`config.mk`:
```
export PLATFORM = sky130hd
export DESIGN_NAME = vic_ctrl
export DESIGN_NICKNAME = d
export VERILOG_FILES = /design/src/shared/vic_pkg.sv /design/src/core/vic_ctrl.sv
export SDC_FILE = /design/constraint.sdc
export NUM_CORES = 1
export LEC_CHECK = 0
export BUFFER_PORTS_ARGS = -buffer_cell sky130_fd_sc_hd__buf_2
export CAP_MARGIN = 10
export CORE_ASPECT_RATIO = 1.1
export CORE_MARGIN = 2
export CORE_UTILIZATION = 44
export DETAILED_ROUTE_END_ITERATION = 10
export HOLD_SLACK_MARGIN = 0.03
export PLACE_DENSITY = 0.73
export SLEW_MARGIN = 10
export SYNTH_ARGS = -nofsm -noshare
export SYNTH_HDL_FRONTEND = slang
export SYNTH_SLANG_ARGS = --single-unit
```
`constraint.sdc`:
```
create_clock -name clock -period 3.7 [get_ports clock]
set_input_delay 0.185 -clock clock [delete_from_list [all_inputs] [get_ports clock]]
set_output_delay 0.185 -clock clock [all_outputs]
set_load 0.1 [all_outputs]
```
`src/shared/vic_pkg.sv`:
```
package vic_pkg;
  localparam logic [15:0] ADDR_FLAGS_LOW = 16'hFFE0;
  localparam logic [15:0] ADDR_FLAGS_HIGH = 16'hFFE1;
  localparam logic [15:0] ADDR_MASK_LOW = 16'hFFE4;
  localparam logic [15:0] ADDR_MASK_HIGH = 16'hFFE5;
  localparam logic [7:0] FLAGS_RESET = 8'h00;
  localparam logic [7:0] MASK_RESET = 8'hFF;
  localparam logic [15:0] VEC_NMI = 16'h0004;
  localparam logic [15:0] VEC_FIRST_INTERNAL = 16'h000E;
  localparam logic [15:0] VEC_WDT_MASKABLE = 16'h0004;
  localparam logic [15:0] VEC_PIN_BASE = 16'h0006;
  localparam logic [15:0] VEC_STEP = 16'h0002;
  localparam int unsigned SERIAL_RX_PRIO = 5;
  localparam int unsigned WATCH_FLAG_BIT = 7;
  localparam int unsigned NUM_SRC = 16;
  localparam int unsigned LAT_MIN = 9;
  localparam int unsigned LAT_MAX = 19;
  // Clocks from flag set to the vector strobe; lies inside LAT_MIN..LAT_MAX.
  localparam logic [4:0] ACCEPT_DELAY = 5'h09;
  localparam logic [1:0] WDT_MODE_INTERVAL = 2'h0;
  localparam logic [1:0] WDT_MODE_1 = 2'h1;
endpackage

```
`src/core/vic_ctrl.sv`:
```
`timescale 1ns/1ps
module vic_ctrl #(
  parameter bit HAS_TWOWIRE = 1'b1
) (
  // Clock and reset.
  input wire logic clock,
  input wire logic rstn,
  // Register access.
  input wire logic [15:0] reg_addr,
  input wire logic reg_wr,
  input wire logic reg_rd,
  input wire logic [7:0] reg_wdata,
  input wire logic [7:0] reg_bit_en,
  output logic [7:0] reg_rdata,
  // Watchdog configuration.
  input wire logic [1:0] watchdog_mode,
  // Request pulses from sources.
  input wire logic watchdog_overflow_request,
  input wire logic [3:0] pin_edge_request,
  input wire logic serial_receive_done_request,
  input wire logic three_wire_transfer_done_request,
  input wire logic serial_transmit_done_request,
  input wire logic watch_timer_request,
  input wire logic interval_timer_request,
  input wire logic timer8_a_match_request,
  input wire logic timer8_b_match_request,
  input wire logic timer8_c_match_request,
  input wire logic timer16_match_request,
  input wire logic twowire_bus_request,
  input wire logic twowire_timeout_request,
  input wire logic conversion_done_request,
  // CPU core.
  input wire logic global_irq_enable,
  input wire logic cpu_busy,
  output logic irq_take,
  output logic [15:0] irq_vector,
  output logic irq_is_nmi,
  output logic clear_global_enable,
  output logic standby_release
);
  typedef struct packed {
    logic [15:0] flags;
    logic [15:0] mask;
    logic nmi_pend;
    logic [4:0] wait_cnt;
    logic [7:0] rdata;
    logic take;
    logic [15:0] vector;
    logic is_nmi;
    logic clr_ie;
    logic release_stb;
  } vic_state_s;

  vic_state_s st_reg;
  vic_state_s st_next;

  function automatic logic [15:0] prio_vector(input logic [3:0] p);
    if (p == 4'h0) begin
      prio_vector = vic_pkg::VEC_WDT_MASKABLE;
    end else if (p < 4'(vic_pkg::SERIAL_RX_PRIO)) begin
      prio_vector = vic_pkg::VEC_PIN_BASE + 16'({p - 4'h1, 1'b0});
    end else begin
      prio_vector = vic_pkg::VEC_FIRST_INTERNAL
        + 16'({p - 4'(vic_pkg::SERIAL_RX_PRIO), 1'b0});
    end
  endfunction

  logic [15:0] src;
  logic [15:0] eligible;
  logic [3:0] win;
  logic any_elig;
  logic wdt_interval;
  logic wr_flag_lo, wr_flag_hi, wr_mask_lo, wr_mask_hi;
  logic [15:0] wr_bits, wr_val;

  assign wdt_interval = (watchdog_mode == vic_pkg::WDT_MODE_INTERVAL);

  always_comb begin
    src = {conversion_done_request,
           twowire_timeout_request & HAS_TWOWIRE,
           twowire_bus_request & HAS_TWOWIRE,
           timer16_match_request, timer8_c_match_request,
           timer8_b_match_request, timer8_a_match_request,
           interval_timer_request, watch_timer_request,
           serial_transmit_done_request,
           serial_receive_done_request | three_wire_transfer_done_request,
           pin_edge_request,
           watchdog_overflow_request & wdt_interval};
  end

  always_comb begin
    eligible = st_reg.flags & ~st_reg.mask;
    any_elig = |eligible;
    win = 4'h0;
    for (int i = vic_pkg::NUM_SRC - 1; i >= 0; i--) begin
      if (eligible[i]) begin
        win = 4'(i);
      end
    end
  end

  always_comb begin
    wr_flag_lo = reg_wr && reg_addr == vic_pkg::ADDR_FLAGS_LOW;
    wr_flag_hi = reg_wr && reg_addr == vic_pkg::ADDR_FLAGS_HIGH;
    wr_mask_lo = reg_wr && reg_addr == vic_pkg::ADDR_MASK_LOW;
    wr_mask_hi = reg_wr && reg_addr == vic_pkg::ADDR_MASK_HIGH;
    wr_bits = {wr_flag_hi ? reg_bit_en : 8'h00, wr_flag_lo ? reg_bit_en : 8'h00};
    wr_bits[0] = wr_bits[0] & wdt_interval;
    wr_bits[8] = wr_bits[8] | (wr_flag_lo & reg_bit_en[vic_pkg::WATCH_FLAG_BIT]);
    wr_val = {reg_wdata, reg_wdata};
    wr_val[8] = wr_flag_lo ? reg_wdata[vic_pkg::WATCH_FLAG_BIT] : reg_wdata[0];
  end

  always_comb begin
    st_next = st_reg;
    st_next.take = 1'b0;
    st_next.clr_ie = 1'b0;
    st_next.release_stb = |src | (watchdog_overflow_request & ~wdt_interval);
    // Software writes first, so a hardware request in the same cycle wins.
    st_next.flags = (st_reg.flags & ~wr_bits) | (wr_val & wr_bits);
    if (wr_mask_lo) begin
      st_next.mask[7:0] = (st_reg.mask[7:0] & ~reg_bit_en) | (reg_wdata & reg_bit_en);
    end
    if (wr_mask_hi) begin
      st_next.mask[15:8] = (st_reg.mask[15:8] & ~reg_bit_en) | (reg_wdata & reg_bit_en);
    end
    if (st_reg.nmi_pend && !cpu_busy) begin
      st_next.nmi_pend = 1'b0;
      st_next.take = 1'b1;
      st_next.is_nmi = 1'b1;
      st_next.vector = vic_pkg::VEC_NMI;
      st_next.clr_ie = 1'b1;
      st_next.wait_cnt = 5'h00;
    end else if (any_elig && global_irq_enable && !cpu_busy) begin
      if (st_reg.wait_cnt == vic_pkg::ACCEPT_DELAY - 5'h01) begin
        st_next.take = 1'b1;
        st_next.is_nmi = 1'b0;
        st_next.vector = prio_vector(win);
        st_next.clr_ie = 1'b1;
        st_next.flags[win] = 1'b0;
        st_next.wait_cnt = 5'h00;
      end else begin
        st_next.wait_cnt = st_reg.wait_cnt + 5'h01;
      end
    end else if (!any_elig) begin
      st_next.wait_cnt = 5'h00;
    end
    // Set after the take, so an overflow in the take cycle is not lost.
    if (watchdog_overflow_request && watchdog_mode == vic_pkg::WDT_MODE_1) begin
      st_next.nmi_pend = 1'b1;
    end
    st_next.flags = st_next.flags | src;
    if (!HAS_TWOWIRE) begin
      st_next.flags[14:13] = 2'b00;
    end
    unique case (reg_addr)
      vic_pkg::ADDR_FLAGS_LOW: st_next.rdata = {st_reg.flags[7:1],
                                   st_reg.flags[0] & wdt_interval};
      vic_pkg::ADDR_FLAGS_HIGH: st_next.rdata = st_reg.flags[15:8];
      vic_pkg::ADDR_MASK_LOW: st_next.rdata = st_reg.mask[7:0];
      vic_pkg::ADDR_MASK_HIGH: st_next.rdata = st_reg.mask[15:8];
      default: st_next.rdata = 8'h00;
    endcase
    if (!reg_rd) begin
      st_next.rdata = 8'h00;
    end
  end

  always_ff @(posedge clock or negedge rstn) begin
    if (!rstn) begin
      st_reg <= '{flags: {vic_pkg::FLAGS_RESET, vic_pkg::FLAGS_RESET},
                  mask: {vic_pkg::MASK_RESET, vic_pkg::MASK_RESET},
                  nmi_pend: 1'b0, wait_cnt: 5'h00, rdata: 8'h00, take: 1'b0,
                  vector: 16'h0000, is_nmi: 1'b0, clr_ie: 1'b0,
                  release_stb: 1'b0};
    end else begin
      st_reg <= st_next;
    end
  end

  assign reg_rdata = st_reg.rdata;
  assign irq_take = st_reg.take;
  assign irq_vector = st_reg.vector;
  assign irq_is_nmi = st_reg.is_nmi;
  assign clear_global_enable = st_reg.clr_ie;
  assign standby_release = st_reg.release_stb;

  AST_NMI_WINS: assert property (@(posedge clock) disable iff (!rstn)
    (st_reg.nmi_pend && !cpu_busy) |=> (irq_take && irq_is_nmi && irq_vector == 16'h0004))
    else $error("pending watchdog request not taken");
  AST_NMI_SET: assert property (@(posedge clock) disable iff (!rstn)
    (watchdog_overflow_request && watchdog_mode == 2'h1) |=> st_reg.nmi_pend)
    else $error("mode 1 overflow did not pend");
  AST_RELEASE: assert property (@(posedge clock) disable iff (!rstn)
    (|pin_edge_request) |=> standby_release)
    else $error("no standby release on request");
  AST_LOW_WINS: assert property (@(posedge clock) disable iff (!rstn)
    (irq_take && !irq_is_nmi) |-> !$past(eligible[0]) || irq_vector == 16'h0004)
    else $error("priority 0 lost arbitration");
  AST_VEC_RANGE: assert property (@(posedge clock) disable iff (!rstn)
    (irq_take && !irq_is_nmi) |-> irq_vector <= 16'h0022 && !irq_vector[0])
    else $error("vector out of range");
  AST_MASK_RESET: assert property (@(posedge clock) disable iff (!rstn)
    $rose(rstn) |-> st_reg.mask == 16'hFFFF)
    else $error("masks not set after reset");
  AST_ACCEPT_GATE: assert property (@(posedge clock) disable iff (!rstn)
    (irq_take && !irq_is_nmi) |-> $past(global_irq_enable) && $past(any_elig))
    else $error("accept without enable");
  AST_CLR_IE: assert property (@(posedge clock) disable iff (!rstn)
    irq_take |-> clear_global_enable)
    else $error("enable not cleared on accept");
  AST_LATENCY: assert property (@(posedge clock) disable iff (!rstn)
    (irq_take && !irq_is_nmi) |-> $past(st_reg.wait_cnt) == 5'h08)
    else $error("accept latency wrong");
  AST_SET_WINS: assert property (@(posedge clock) disable iff (!rstn)
    src[3] |=> st_reg.flags[3])
    else $error("request lost against clear");
  AST_WDT_HIDDEN: assert property (@(posedge clock) disable iff (!rstn)
    (reg_rd && reg_addr == 16'hFFE0 && watchdog_mode != 2'h0) |=> !reg_rdata[0])
    else $error("watchdog flag visible outside interval mode");
  AST_BUSY_HOLD: assert property (@(posedge clock) disable iff (!rstn)
    cpu_busy |=> !irq_take)
    else $error("request taken while core busy");
endmodule // vic_ctrl

```
==> summary.txt, run 1 <==
Status
  • Status: complete, no violations

Floorplan
  • Horiz. Die Dim: 90.23 um
  • Die area: 8919 um^2
  • # rows: 34
  • Initial Utilization: 0.4548
  • Ports: 85
  • Core Region: 7913 um^2
  • Chip height: 98.85 um

Pwr
  • LEAKAGE: 1.949 nW
  • Max VDD drop: 0.1609 mV
  • Post-layout power: 0.001218 W
  • PD cells: 299.2 nW/um^2

Setup path
  • Critical path's largest stage delay: 0.55 ns
  • Crit-path cells: nand2b_1 > a211oi_1 > o31ai_1 > a31oi_1 > o311ai_0 > buf_4 > ha_1 > inv_1 > nand2_1 > nor4_1 > o31ai_1 > mux2i_1 > nor2_1 > mux2i_1
  • FF-to-FF Start: st_reg[48]
  • Worst Path Arrival: 3.33 ns
  • CP Launch Type: flop
  • Worst-path fanout max: 7
  • R2R depth: 14
  • CP Capture Type: flop
  • CP Launch Point: st_reg[48]
  • Stages on the worst setup path: 14
  • Worst reg-to-reg setup slack: 0.61 ns
  • CP bufs+invs: 2
  • Worst setup path endpoint: irq_vector[4]
  • CP top delay family: compound AO/OA/AOI/OAI gates
  • Reg-to-Reg End: irq_vector[4]
  • Slowest cell on the critical path: dfstp_2
  • CP Data Required Time: 3.94 ns
  • CP Class: reg2reg

Final layout
  • Synth-to-layout area growth: 13.11%
  • Sequential Area: 1371 um^2
  • Ratio of cells with drive above 1 in the final layout: 0.3302
  • Filler cells: 755
  • Antenna diode count: 0
  • Cell Count, Final, Fillers Out: 535
  • Largest register FFs: 38
  • Nets: 493
  • Multi-input logic area: 1992 um^2

Timing
  • Slew headroom: 0.5089
  • Slew @ Worst Pin: 0.7326 ns
  • Unrepaired setup endpoints after global routing: false
  • Clock Skew: 0.008615 ns
  • Max Slew Vio Count: 0
  • Fmax: 0.3235 GHz
  • Final worst-path cycle share: 0.8356
  • Tmin final: 3.092 ns
  • Final WS setup: 0.6084 ns
  • Final setup vio count: 0
  • Total negative setup slack: 0 ns
  • Fin. Hold Viols: 0

Synth
  • Largest cells by area after synthesis: dfrtp_1, dfstp_2, nand2_1
  • Sequential fraction of the synthesis area: 0.3811
  • Number of flops mapped to enable cells by yosys: 0
  • Synth Flop Type: dfrtp_1
  • Syn Std Cell Area: 3598 um^2
  • Yosys top cell area share: 0.2643
  • Ys Warns: 0
  • FF+latch count, synth: 54
  • Asr flop ratio synth: 1.000
  • Syn_area_per_cell: 9.968 um^2
  • Synth Instances: 361
  • Synth unique cells: 67
  • Synth area leader: dfrtp_1

Global route
  • Pin count of the biggest net entering global routing: 30
  • Antenna violations before repair: 0
  • Grt ovf: 0
  • Vias in the first global route: 3016
  • Gr usage total: 0.2133
  • Global-route wire length before repair: 15.12 mm

Placed design
  • Port Buf Inserts: 73
  • Pre-CTS setup slack: 0.6940 ns
  • Routability congestion estimate: 0.8914
  • Placed Cells incl. Taps: 526
  • Post-DP HPWL: 7.328 mm

Clock tree
  • Reg clk slew, reported paths: 0.11 ns
  • Clock buffer depth: 2
  • CTS tree: done
  • Clk Latency, worst-skew pair: 0.32 ns
  • Clk sink count: 54
  • H-tree Lvls: 2
  • Number of CTS-inserted buffers: 5
  • CTS root buf: clkbuf_8

Detailed routing
  • Avg WL per Cell: 17.28 um
  • DRT Wirelength: 9.247 mm
  • Vias post-DR: 2900
  • Via/cell ratio: 5.421
  • Drt first-iter violations: 170
  • Residual DRC: 0
  • Post-route antenna net violation count: 0
  • Iteration count of the initial detailed-routing pass: 4

Run
  • Max cap viols: 0

Min path
  • HP Class: in2reg
## final cells by class
cell class                      count  share of cell area
Tap cell                          108             0.03320
Timing Repair Buffer               79              0.1014
Clock inverter                      3             0.01107
Clock buffer                        5             0.01691
Inverter                           12             0.01107
Sequential cell                    54              0.3369
Multi-Input combinational cell    274              0.4894
## synthesized netlist by cell type, types with 2 or more instances
| cell | n |
|---|---|
| mux4_2 | 6 |
| o21bai_1 | 7 |
| nor4_1 | 9 |
| nor2_2 | 3 |
| mux2i_1 | 16 |
| and3_1 | 8 |
| dfrtp_1 | 38 |
| dfstp_2 | 16 |
| nand2b_1 | 9 |
| a21oi_1 | 6 |
| a211oi_1 | 6 |
| o31ai_1 | 4 |
| a31oi_1 | 9 |
| nand4_1 | 4 |
| ha_1 | 10 |
| o311ai_0 | 2 |
| nor2b_1 | 8 |
| buf_4 | 25 |
| mux2_2 | 16 |
| nor2b_4 | 3 |
| and4_1 | 2 |
| nand3_1 | 5 |
| inv_1 | 12 |
| buf_6 | 2 |
| nand2_1 | 51 |
| mux4_1 | 2 |
| o21ai_0 | 12 |
| or2b_1 | 6 |
| or2_2 | 3 |
| or2_1 | 5 |
| a21o_1 | 2 |
| nor2_1 | 19 |
## kinds of logic after synthesis
| group | Yosys count | share of synthesized area |
|---|---|---|
| muxes | 40 | 0.1467 |
| xor gates and xnor gates | 2 | 0.004869 |
| adders and majority gates | 10 | 0.03477 |
| other | 1 | 0.001042 |
| and+or+nand+nor | 151 | 0.2378 |
| DFF | 54 | 0.3811 |
| buffers and inverters | 43 | 0.07579 |
| AOI/OAI and AO/OA | 60 | 0.1179 |
## cell usage in the layout, fill, tap and decap left out, types with 6 or more instances in the layout
master | synthesis | layout
nor2_1 | 19 | 19
buf_2 | 1 | 73
nor4_1 | 9 | 9
nand2b_1 | 9 | 9
nor2b_1 | 8 | 8
a211oi_1 | 6 | 6
a21oi_1 | 6 | 6
a31oi_1 | 9 | 9
inv_1 | 12 | 12
and3_1 | 8 | 8
ha_1 | 10 | 10
o21ai_0 | 12 | 12
conb_1 | 1 | 11
mux4_2 | 6 | 6
dfstp_2 | 16 | 16
nand2_1 | 51 | 51
dfrtp_1 | 38 | 38
o21bai_1 | 7 | 7
mux2i_1 | 16 | 16
or2b_1 | 6 | 6
mux2_2 | 16 | 16
## through the flow
stage / instance area (um^2) / hold WS, ns / utilization
4_1_cts: 4070 / 0.06215 / 0.5144
5_1_grt: 4070 / 0.07459 / 0.5144
3_3_place_gp: 3946 / 0.2233 / 0.4987
2_1_floorplan: 3636 / -0.1106 / -
6_report: 4070 / 0.07001 / 0.5144
3_5_place_dp: 3946 / 0.2307 / 0.4987
## where the power goes
group          total, W  leakage [nW]  switching (W)  internal, W
Clock          0.000410        0.0504       0.000208     0.000202
Combinational  0.000192          1.31       0.000137    0.0000552
Sequential     0.000615         0.593      0.0000128     0.000602
## routing by layer
layer	up-vias	track usage	part of all wire
li1	1398	-	-
met1	1401	0.2616	0.42
met2	86	0.3875	0.51
met3	15	0.02523	0.038
met4	0	0.07692	0.030
met5	-	0	0
## what timing repair did
item                       CTS  global route
setup buffers                0             0
gates resized for setup      0             0
hold endpoints to repair    19             0
hold buffers                 1             0
setup endpoints to repair    0             0
## worst min-delay path by stage
stage                                             from                  end  slack (ns)  depth (start not counted)
final                          conversion_done_request      standby_release        0.07                          2
after CTS                      twowire_timeout_request           st_reg[64]        0.06                          2
after global placement                            rstn           st_reg[31]        0.22                          1
after detailed placement                          rstn           st_reg[31]        0.23                          1
after floorplan                                   rstn  clear_global_enable       -0.11                          0
after global routing      serial_transmit_done_request           st_reg[56]        0.07                          2
## worst register-to-register path: stages (launching register included)
cell,delay [ns]
dfstp_2,0.55
nand2b_1,0.18
a211oi_1,0.11
o31ai_1,0.23
a31oi_1,0.13
o311ai_0,0.34
buf_4,0.22
ha_1,0.30
inv_1,0.12
nand2_1,0.10
nor4_1,0.06
o31ai_1,0.24
mux2i_1,0.10
nor2_1,0.12
mux2i_1,0.20
No activity file was read; power rests on OpenSTA's default activity.
==> run 2, diff against run 1 <==
--- a/config.mk
+++ b/config.mk
@@ -5,6 +5,7 @@
 export SDC_FILE = /design/constraint.sdc
 export NUM_CORES = 1
 export LEC_CHECK = 0
+export ABC_AREA = 1
 export BUFFER_PORTS_ARGS = -buffer_cell sky130_fd_sc_hd__buf_2
 export CAP_MARGIN = 10
 export CORE_ASPECT_RATIO = 1.1
@@ -12,7 +13,7 @@
 export CORE_UTILIZATION = 44
 export DETAILED_ROUTE_END_ITERATION = 10
 export HOLD_SLACK_MARGIN = 0.03
-export PLACE_DENSITY = 0.73
+export PLACE_DENSITY = 0.74
 export SLEW_MARGIN = 10
 export SYNTH_ARGS = -nofsm -noshare
 export SYNTH_HDL_FRONTEND = slang
==> constraint.sdc (replaced) <==
create_clock -name clock -period 3.1 [get_ports clock]
set_input_delay 0.155 -clock clock [delete_from_list [all_inputs] [get_ports clock]]
set_output_delay 0.155 -clock clock [all_outputs]
set_load 0.1 [all_outputs]
==> summary.txt, run 2 <==
Status
  • Status: complete, no violations

Detailed routing
  • Avg WL per Cell: 13.85 um (-20%)
  • Residual DRC: 0 (unchanged)
  • Post-route antenna net violation count: 0 (unchanged)
  • Via/cell ratio: 5.051 (-6.8%)
  • Iteration count of the initial detailed-routing pass: 6 (+2)
  • Vias post-DR: 3354 (+16%)
  • Drt first-iter violations: 226 (+33%)
  • DRT Wirelength: 9.194 mm (-0.57%)

Setup path
  • Slowest cell on the critical path: dfstp_2
  • CP bufs+invs: 2 (unchanged)
  • CP Class: reg2reg
  • CP Capture Type: flop
  • CP Launch Type: flop
  • CP top delay family: compound AO/OA/AOI/OAI gates
  • Worst-path fanout max: 5 (-2)
  • Crit-path cells: inv_1 > nand2_1 > nand2_1 > a31oi_1 > nor2_1 > o21bai_1 > a21oi_1 > inv_1 > ha_2 > xor2_2 > nor2_1 > o211ai_1 > nand2_1 > a21oi_1 > nand2_1 > nand2_1
  • CP Data Required Time: 3.36 ns (-0.58 ns)
  • CP dominant cell by count: nand2_1
  • Critical path's largest stage delay: 0.54 ns (about the same)
  • Worst Path Arrival: 2.88 ns (-0.45 ns)

Timing
  • Final setup vio count: 0 (unchanged)
  • Final worst-path cycle share: 0.8476 (+0.01207)
  • Clock Skew: 0.008175 ns (-0.0004398 ns)
  • Tmin final: 2.628 ns (-0.4639 ns)
  • Fin. Hold Viols: 0 (unchanged)
  • Slew @ Worst Pin: 0.8240 ns (+0.09139 ns)
  • Fmax: 0.3806 GHz (+18%)
  • Final WS setup: 0.4723 ns (-0.1361 ns)
  • Total negative setup slack: 0 ns (unchanged)
  • Unrepaired setup endpoints after global routing: false
  • Slew headroom: 0.4506 (-0.05826)
  • Max Slew Vio Count: 0 (unchanged)

Clock tree
  • H-tree Lvls: 2 (unchanged)
  • CTS root buf: clkbuf_8
  • Clk sink count: 54 (unchanged)
  • Clock buffer depth: 2 (unchanged)
  • CTS tree: done
  • Clk Latency, worst-skew pair: 0.31 ns (about the same)
  • Reg clk slew, reported paths: 0.10 ns (about the same)
  • Number of CTS-inserted buffers: 5 (unchanged)
  • Post-CTS Repair Setup Buffers: 0 (unchanged)

Synth
  • Largest cells by area after synthesis: dfrtp_1, nand2_1, dfstp_2
  • Synth Area in Simple Gates: 0.2915 (+0.05363)
  • Asr flop ratio synth: 1.000 (unchanged)
  • Syn Std Cell Area: 3546 um^2 (-1.5%)
  • Largest family of logic cells by synthesized area: simple AND/OR/NAND/NOR gates
  • Synth unique cells: 39 (-42%)
  • Multiplexer share of the synthesized area: 0.007057 (-0.1397)
  • Syn_area_per_cell: 7.266 um^2 (-27%)
  • Synth area leader: dfrtp_1
  • Yosys top cell area share: 0.2682 (+0.003916)
  • Ys Warns: 0 (unchanged)
  • Adder-Cell Fraction of Synth Area: 0.03529 (+0.0005153)
  • Most numerous cell in the Yosys netlist: nand2_1
  • Synth Instances: 488 (+35%)
  • Number of flops mapped to enable cells by yosys: 0 (unchanged)
  • Synth Flop Type: dfrtp_1
  • Sequential fraction of the synthesis area: 0.3867 (+0.005648)
  • Most common library cells after synthesis: nand2_1, inv_1, nor2_1
  • Compound-Gate Fraction of Synth Area: 0.1330 (+0.01516)
  • FF+latch count, synth: 54 (unchanged)
  • XOR/XNOR Fraction of Synth Area: 0.01200 (+0.007129)

Global route
  • Grt ovf: 0 (unchanged)
  • Vias in the first global route: 3317 (+10%)
  • Pin count of the biggest net entering global routing: 38 (+27%)
  • Global-route wire length before repair: 15.17 mm (+0.28%)
  • Gr usage total: 0.2184 (+0.005154)
  • Antenna violations before repair: 0 (unchanged)

Floorplan
  • Core Region: 7870 um^2 (-0.54%)
  • # rows: 34 (unchanged)
  • Ports: 85 (unchanged)
  • Chip height: 98.15 um (-0.71%)
  • Initial Utilization: 0.4506 (-0.004219)
  • Die area: 8794 um^2 (-1.4%)
  • Horiz. Die Dim: 89.60 um (-0.70%)

Placed design
  • Pre-CTS setup slack: 0.3985 ns (-0.2954 ns)
  • Post-DP HPWL: 7.145 mm (-2.5%)
  • Port Buf Inserts: 73 (unchanged)
  • Routability congestion estimate: 0.9027 (+1.3%)
  • Placed cell area: 3900 um^2 (-1.2%)

Pwr
  • PD cells: 331.1 nW/um^2 (+11%)
  • Clock power share: 0.318 (-0.019)
  • Sequential power share: 0.536 (+0.031)
  • Psw: 0.0003975 W (+11%)
  • Internal power: 0.0009300 W (+8.2%)
  • Max VDD drop: 0.2086 mV (+30%)
  • LEAKAGE: 2.119 nW (+8.7%)
  • Comb pwr share: 0.146 (-0.012)
  • Net Sw Frac: 0.2994 (+0.005028)

Final layout
  • Largest register FFs: 38 (unchanged)
  • Antenna diode count: 0 (unchanged)
  • Layout Utilization: 0.5095 (-0.004851)
  • Commonest non-fill, non-tap cell in the layout: nand2_1
  • Synth-to-layout area growth: 13.09% (about the same)
  • Most frequent cells in the layout: nand2_1, inv_1, buf_2, nor2_1, dfrtp_1
  • Nets: 622 (+26%)
  • Final Cell Area: 4010 um^2 (-1.5%)
  • Ratio of cells with drive above 1 in the final layout: 0.2140 (-0.1162)

Run
  • Max cap viols: 0 (unchanged)

Min path
  • HP Class: in2reg
[run 2: changes by cell type in the layout (fill, tap and decap cells not counted), sizes merged, moves of 7 or more]
cell and change:
nand2 +106, inv +61, nor2 +24, o21ai +23
a21oi +16, mux2 -15, mux2i -15, nand3 +13
nor2b -11, nand2b -9, a31oi -8, mux4 -8
and3 -7, or2 -7
[run 2: area by class of cell]
cell class	instances	area [um^2]
flip-flops and latches	54	1371
inverters	73	274.0
clock buffers	6	82.58
clock inverters	2	12.51
well taps	108	135.1
fillers	758	3860
repair buffers	76	390.4
multi-input cells	345	1744
[run 2: worst paths after layout]
| kind | start | endpoint | slack [ns] | depth (start not counted) |
|---|---|---|---|---|
| worst min-delay path | pin_edge_request[3] | st_reg[54] | 0.04 | 3 |
| worst max register to register | st_reg[45] | irq_vector[4] | 0.47 | 16 |
| max in group asynchronous | rstn | st_reg[49] | 1.81 | 3 |
| worst max-delay path | st_reg[45] | irq_vector[4] | 0.47 | 16 |
| worst min register to register | irq_is_nmi | irq_is_nmi | 0.48 | 2 |
| min in group asynchronous | rstn | st_reg[59] | 0.48 | 2 |
[run 2: power by group through the flow]
stage,Combinational (W),Clock [W],Sequential [W]
after detailed placement,0.000193,0,0.000725
after global routing,0.000207,0.000455,0.000712
final,0.000193,0.000423,0.000712
after floorplan,0.000101,0,0.000752
after global placement,0.000191,0,0.000725
after CTS,0.000194,0.000428,0.000712
[run 2: cells by family after synthesis]
| family | Yosys count |
|---|---|
| xor+xnor | 4 |
| buf+inv | 99 |
| other cells | 1 |
| compound gates | 79 |
| flops | 54 |
| simple gates | 239 |
| mux | 2 |
| fa+ha+maj | 10 |
[run 2: timing repair]
action / 4_1_cts / 5_1_grt
hold buffers: 1 / 0
hold endpoints to repair: 24 / 0
resized for setup: 0 / 2
endpoints found under the setup margin: 0 / 1
[run 2: metrics by stage]
| step | instances | hold WS, ns | total power, W |
|---|---|---|---|
| after detailed placement | 655 | 0.2992 | 0.0009174 |
| final | 664 | 0.04042 | 0.001328 |
| after CTS | 664 | 0.03906 | 0.001334 |
| after global routing | 664 | 0.04282 | 0.001375 |
| after floorplan | 498 | -0.1406 | 0.0008528 |
| after global placement | 655 | 0.2977 | 0.0009158 |
[run 2: worst reg2reg max path: stages, from the launching register on]
cell and delay [ns]:
dfstp_2 0.54, inv_1 0.05, nand2_1 0.10, nand2_1 0.11, a31oi_1 0.16, nor2_1 0.06, o21bai_1 0.13, a21oi_1 0.16
inv_1 0.19, ha_2 0.26, xor2_2 0.22, nor2_1 0.09, o211ai_1 0.17, nand2_1 0.07, a21oi_1 0.12, nand2_1 0.06
nand2_1 0.05
[run 2: per-layer routing]
| metal | track usage | share of wire | up-vias |
|---|---|---|---|
| met5 | 0 | 0 | - |
| met4 | 0.05855 | 0.018 | 0 |
| met3 | 0.03550 | 0.068 | 16 |
| met2 | 0.3716 | 0.49 | 129 |
| met1 | 0.2830 | 0.42 | 1554 |
| li1 | - | - | 1655 |
==> run 3, diff against run 2 <==
--- a/config.mk
+++ b/config.mk
@@ -13,7 +13,7 @@
 export CORE_UTILIZATION = 44
 export DETAILED_ROUTE_END_ITERATION = 10
 export HOLD_SLACK_MARGIN = 0.03
-export PLACE_DENSITY = 0.74
+export PLACE_DENSITY = 0.76
 export SLEW_MARGIN = 10
 export SYNTH_ARGS = -nofsm -noshare
 export SYNTH_HDL_FRONTEND = slang
==> constraint.sdc (replaced) <==
create_clock -name clock -period 2.32 [get_ports clock]
set_input_delay 0.116 -clock clock [delete_from_list [all_inputs] [get_ports clock]]
set_output_delay 0.116 -clock clock [all_outputs]
set_load 0.1 [all_outputs]
==> summary.txt, run 3 (synthesized netlist as in run 2, its figures left out) <==
Setup path
  • CP Data Required Time: 2.58 ns (-0.78 ns)
  • CP Launch Type: flop
  • Worst reg-to-reg setup slack: -0.1 ns (-0.57 ns)
  • Reg-to-Reg End: irq_vector[4]
  • CP Capture Type: flop
  • CP top delay family: simple AND/OR/NAND/NOR gates
  • CP dominant cell by count: nand2_1
  • FF-to-FF Start: st_reg[48]
  • Worst-path fanout max: 4 (-1)
  • CP Class: reg2reg
  • Worst Path Arrival: 2.68 ns (-0.20 ns)
  • CP bufs+invs: 1 (-1)
  • R2R depth: 25 (+9)
  • Slowest cell on the critical path: dfstp_2
  • Critical path's largest stage delay: 0.55 ns (about the same)

Timing
  • Tmin final: 2.419 ns (-0.2086 ns)
  • Worst hold slack: 0.03386 ns (-0.006564 ns)
  • Slew headroom: 0.5477 (+0.09705)
  • Final worst-path cycle share: 1.043 (+0.1951)
  • Final setup vio count: 2 (+2)
  • Clock Skew: 0.009947 ns (+0.001772 ns)
  • Unrepaired setup endpoints after global routing: true
  • Fmax: 0.4134 GHz (+8.6%)
  • Fin. Hold Viols: 0 (unchanged)
  • Slew @ Worst Pin: 0.6723 ns (-0.1518 ns)
  • Final WS setup: -0.09908 ns (-0.5714 ns)
  • Max Slew Vio Count: 0 (unchanged)

Floorplan
  • Initial Utilization: 0.4506 (unchanged)
  • Chip height: 98.15 um (unchanged)
  • Horiz. Die Dim: 89.60 um (unchanged)
  • # rows: 34 (unchanged)
  • Die area: 8794 um^2 (unchanged)
  • Ports: 85 (unchanged)
  • Core Region: 7870 um^2 (unchanged)

Global route
  • Antenna violations before repair: 0 (unchanged)
  • Pin count of the biggest net entering global routing: 31 (-18%)
  • Global-route wire length before repair: 15.66 mm (+3.3%)
  • Vias in the first global route: 3470 (+4.6%)
  • Grt ovf: 0 (unchanged)
  • Gr usage total: 0.2253 (+0.006874)

Pwr
  • Psw: 0.0005361 W (+35%)
  • Comb pwr share: 0.149 (+0.003)
  • Sequential power share: 0.507 (-0.029)
  • Clock power share: 0.344 (+0.026)
  • LEAKAGE: 2.257 nW (+6.5%)
  • PD cells: 431.8 nW/um^2 (+30%)
  • Internal power: 0.001340 W (+44%)
  • Max VDD drop: 0.2577 mV (+24%)
  • Net Sw Frac: 0.2858 (-0.01367)

Detailed routing
  • Via/cell ratio: 4.980 (-1.4%)
  • DRT Wirelength: 9.372 mm (+1.9%)
  • Residual DRC: 0 (unchanged)
  • Avg WL per Cell: 13.56 um (-2.0%)
  • Iteration count of the initial detailed-routing pass: 4 (-2)
  • Drt first-iter violations: 197 (-13%)
  • Post-route antenna net violation count: 0 (unchanged)
  • Vias post-DR: 3441 (+2.6%)

Run
  • Max cap viols: 0 (unchanged)

Clock tree
  • H-tree Lvls: 2 (unchanged)
  • Clk sink count: 54 (unchanged)
  • Number of CTS-inserted buffers: 5 (unchanged)
  • CTS tree: done
  • Reg clk slew, reported paths: 0.10 ns (about the same)
  • Clk Latency, worst-skew pair: 0.31 ns (about the same)
  • Clock buffer depth: 2 (unchanged)
  • CTS root buf: clkbuf_8

Min path
  • HP Start: timer8_c_match_request
  • Worst Hold Path Cells: 3 (unchanged)
  • HP Class: in2reg
  • Hold endpoint: st_reg[61]

Final layout
  • Commonest non-fill, non-tap cell in the layout: nand2_1
  • Largest register FFs: 38 (unchanged)
  • Most frequent cells in the layout: nand2_1, buf_2, inv_1, nor2_1, dfrtp_1
  • Cell Count, Final, Fillers Out: 691 (+4.1%)
  • Antenna diode count: 0 (unchanged)
  • Nets: 649 (+4.3%)
  • Ratio of cells with drive above 1 in the final layout: 0.2539 (+0.03983)
  • Synth-to-layout area growth: 22.51%

Status
  • Status: complete, but fails checks
  • Violated checks: setup timing

Placed design
  • Port Buf Inserts: 73 (unchanged)
  • Placed Cells incl. Taps: 668 (+2.0%)
  • Routability congestion estimate: 0.9899 (+9.7%)
  • Pre-CTS setup slack: -0.1189 ns (-0.5174 ns)
  • Post-DP HPWL: 7.305 mm (+2.2%)
[run 3: changes by cell type in the layout (fill, tap and decap cells not counted), sizes merged]
cell / previous run / this run
dlygate4sd3: 1 / 13
bufinv: 0 / 1
clkinv: 1 / 0
buf: 75 / 90
[run 3: how the worst max path moves through the flow]
stage                from            end  cells past startpoint
2_1_floorplan  st_reg[47]  irq_vector[4]                     24
3_3_place_gp   st_reg[48]  irq_vector[4]                     25
3_5_place_dp   st_reg[48]  irq_vector[4]                     25
4_1_cts        st_reg[48]  irq_vector[4]                     25
5_1_grt        st_reg[48]  irq_vector[4]                     25
6_report       st_reg[48]  irq_vector[4]                     25
[run 3: per-stage QoR]
step / TNS (ns) / instance area (um^2) / utilization / power (W)
2_1_floorplan: 0 / 3588 / - / 0.001140
3_3_place_gp: -0.08986 / 4015 / 0.5102 / 0.001228
3_5_place_dp: -0.3387 / 4015 / 0.5102 / 0.001230
4_1_cts: -0.1354 / 4292 / 0.5453 / 0.001880
5_1_grt: -0.9612 / 4344 / 0.5520 / 0.001946
6_report: -0.1682 / 4344 / 0.5520 / 0.001876
[run 3: what timing repair did]
| item | in CTS | in global routing |
|---|---|---|
| hold endpoints to repair | 26 | 1 |
| hold buffers | 12 | 1 |
| gates resized for setup | 8 | 27 |
| buffers inserted | 2 | 0 |
| endpoints found under the setup margin | 11 | 19 |
| pin swaps | 8 | 9 |
[run 3: power groups by stage]
stage	clock, W	sequential [W]	combinational, W
global route	0.000694	0.000953	0.000299
finish	0.000646	0.000952	0.000279
CTS	0.000651	0.000952	0.000277
floorplan	0	0.00101	0.000134
detailed placement	0	0.000969	0.000262
global placement	0	0.000968	0.000259
[run 3: per-layer routing]
layer  up-vias  GRT usage  share of wire
li1       1709          -              -
met1      1594     0.2851           0.42
met2       120     0.3784           0.50
met3        18    0.04142          0.060
met4         0    0.07922          0.023
met5         -          0              0
[run 3: worst reg2reg max path, cell delays in order, from the launching register on]
cell      delay (ns)
dfstp_2         0.55
inv_2           0.04
nand2_2         0.06
nand2_1         0.05
nand2_1         0.06
nand2_1         0.05
nand2_1         0.05
nand2_1         0.04
nand2_1         0.05
nand2_1         0.04
nand2_1         0.05
nand2_1         0.05
nand2_1         0.05
nand2_1         0.04
nand2_1         0.05
nand2_1         0.06
nand2_2         0.09
nand2_4         0.07
ha_4            0.18
xor2_4          0.18
nor2_1          0.08
o211ai_1        0.17
nand2_1         0.09
a21oi_2         0.11
nand2_1         0.06
nand2_1         0.05
[run 3: layout make-up]
class	instances	area (um^2)
Tap cell	108	135.1
Multi-Input combinational cell	345	1812
Clock inverter	2	37.54
Timing Repair Buffer	103	639.4
Fill cell	751	3526
Sequential cell	54	1371
Inverter	73	276.5
Clock buffer	6	72.57
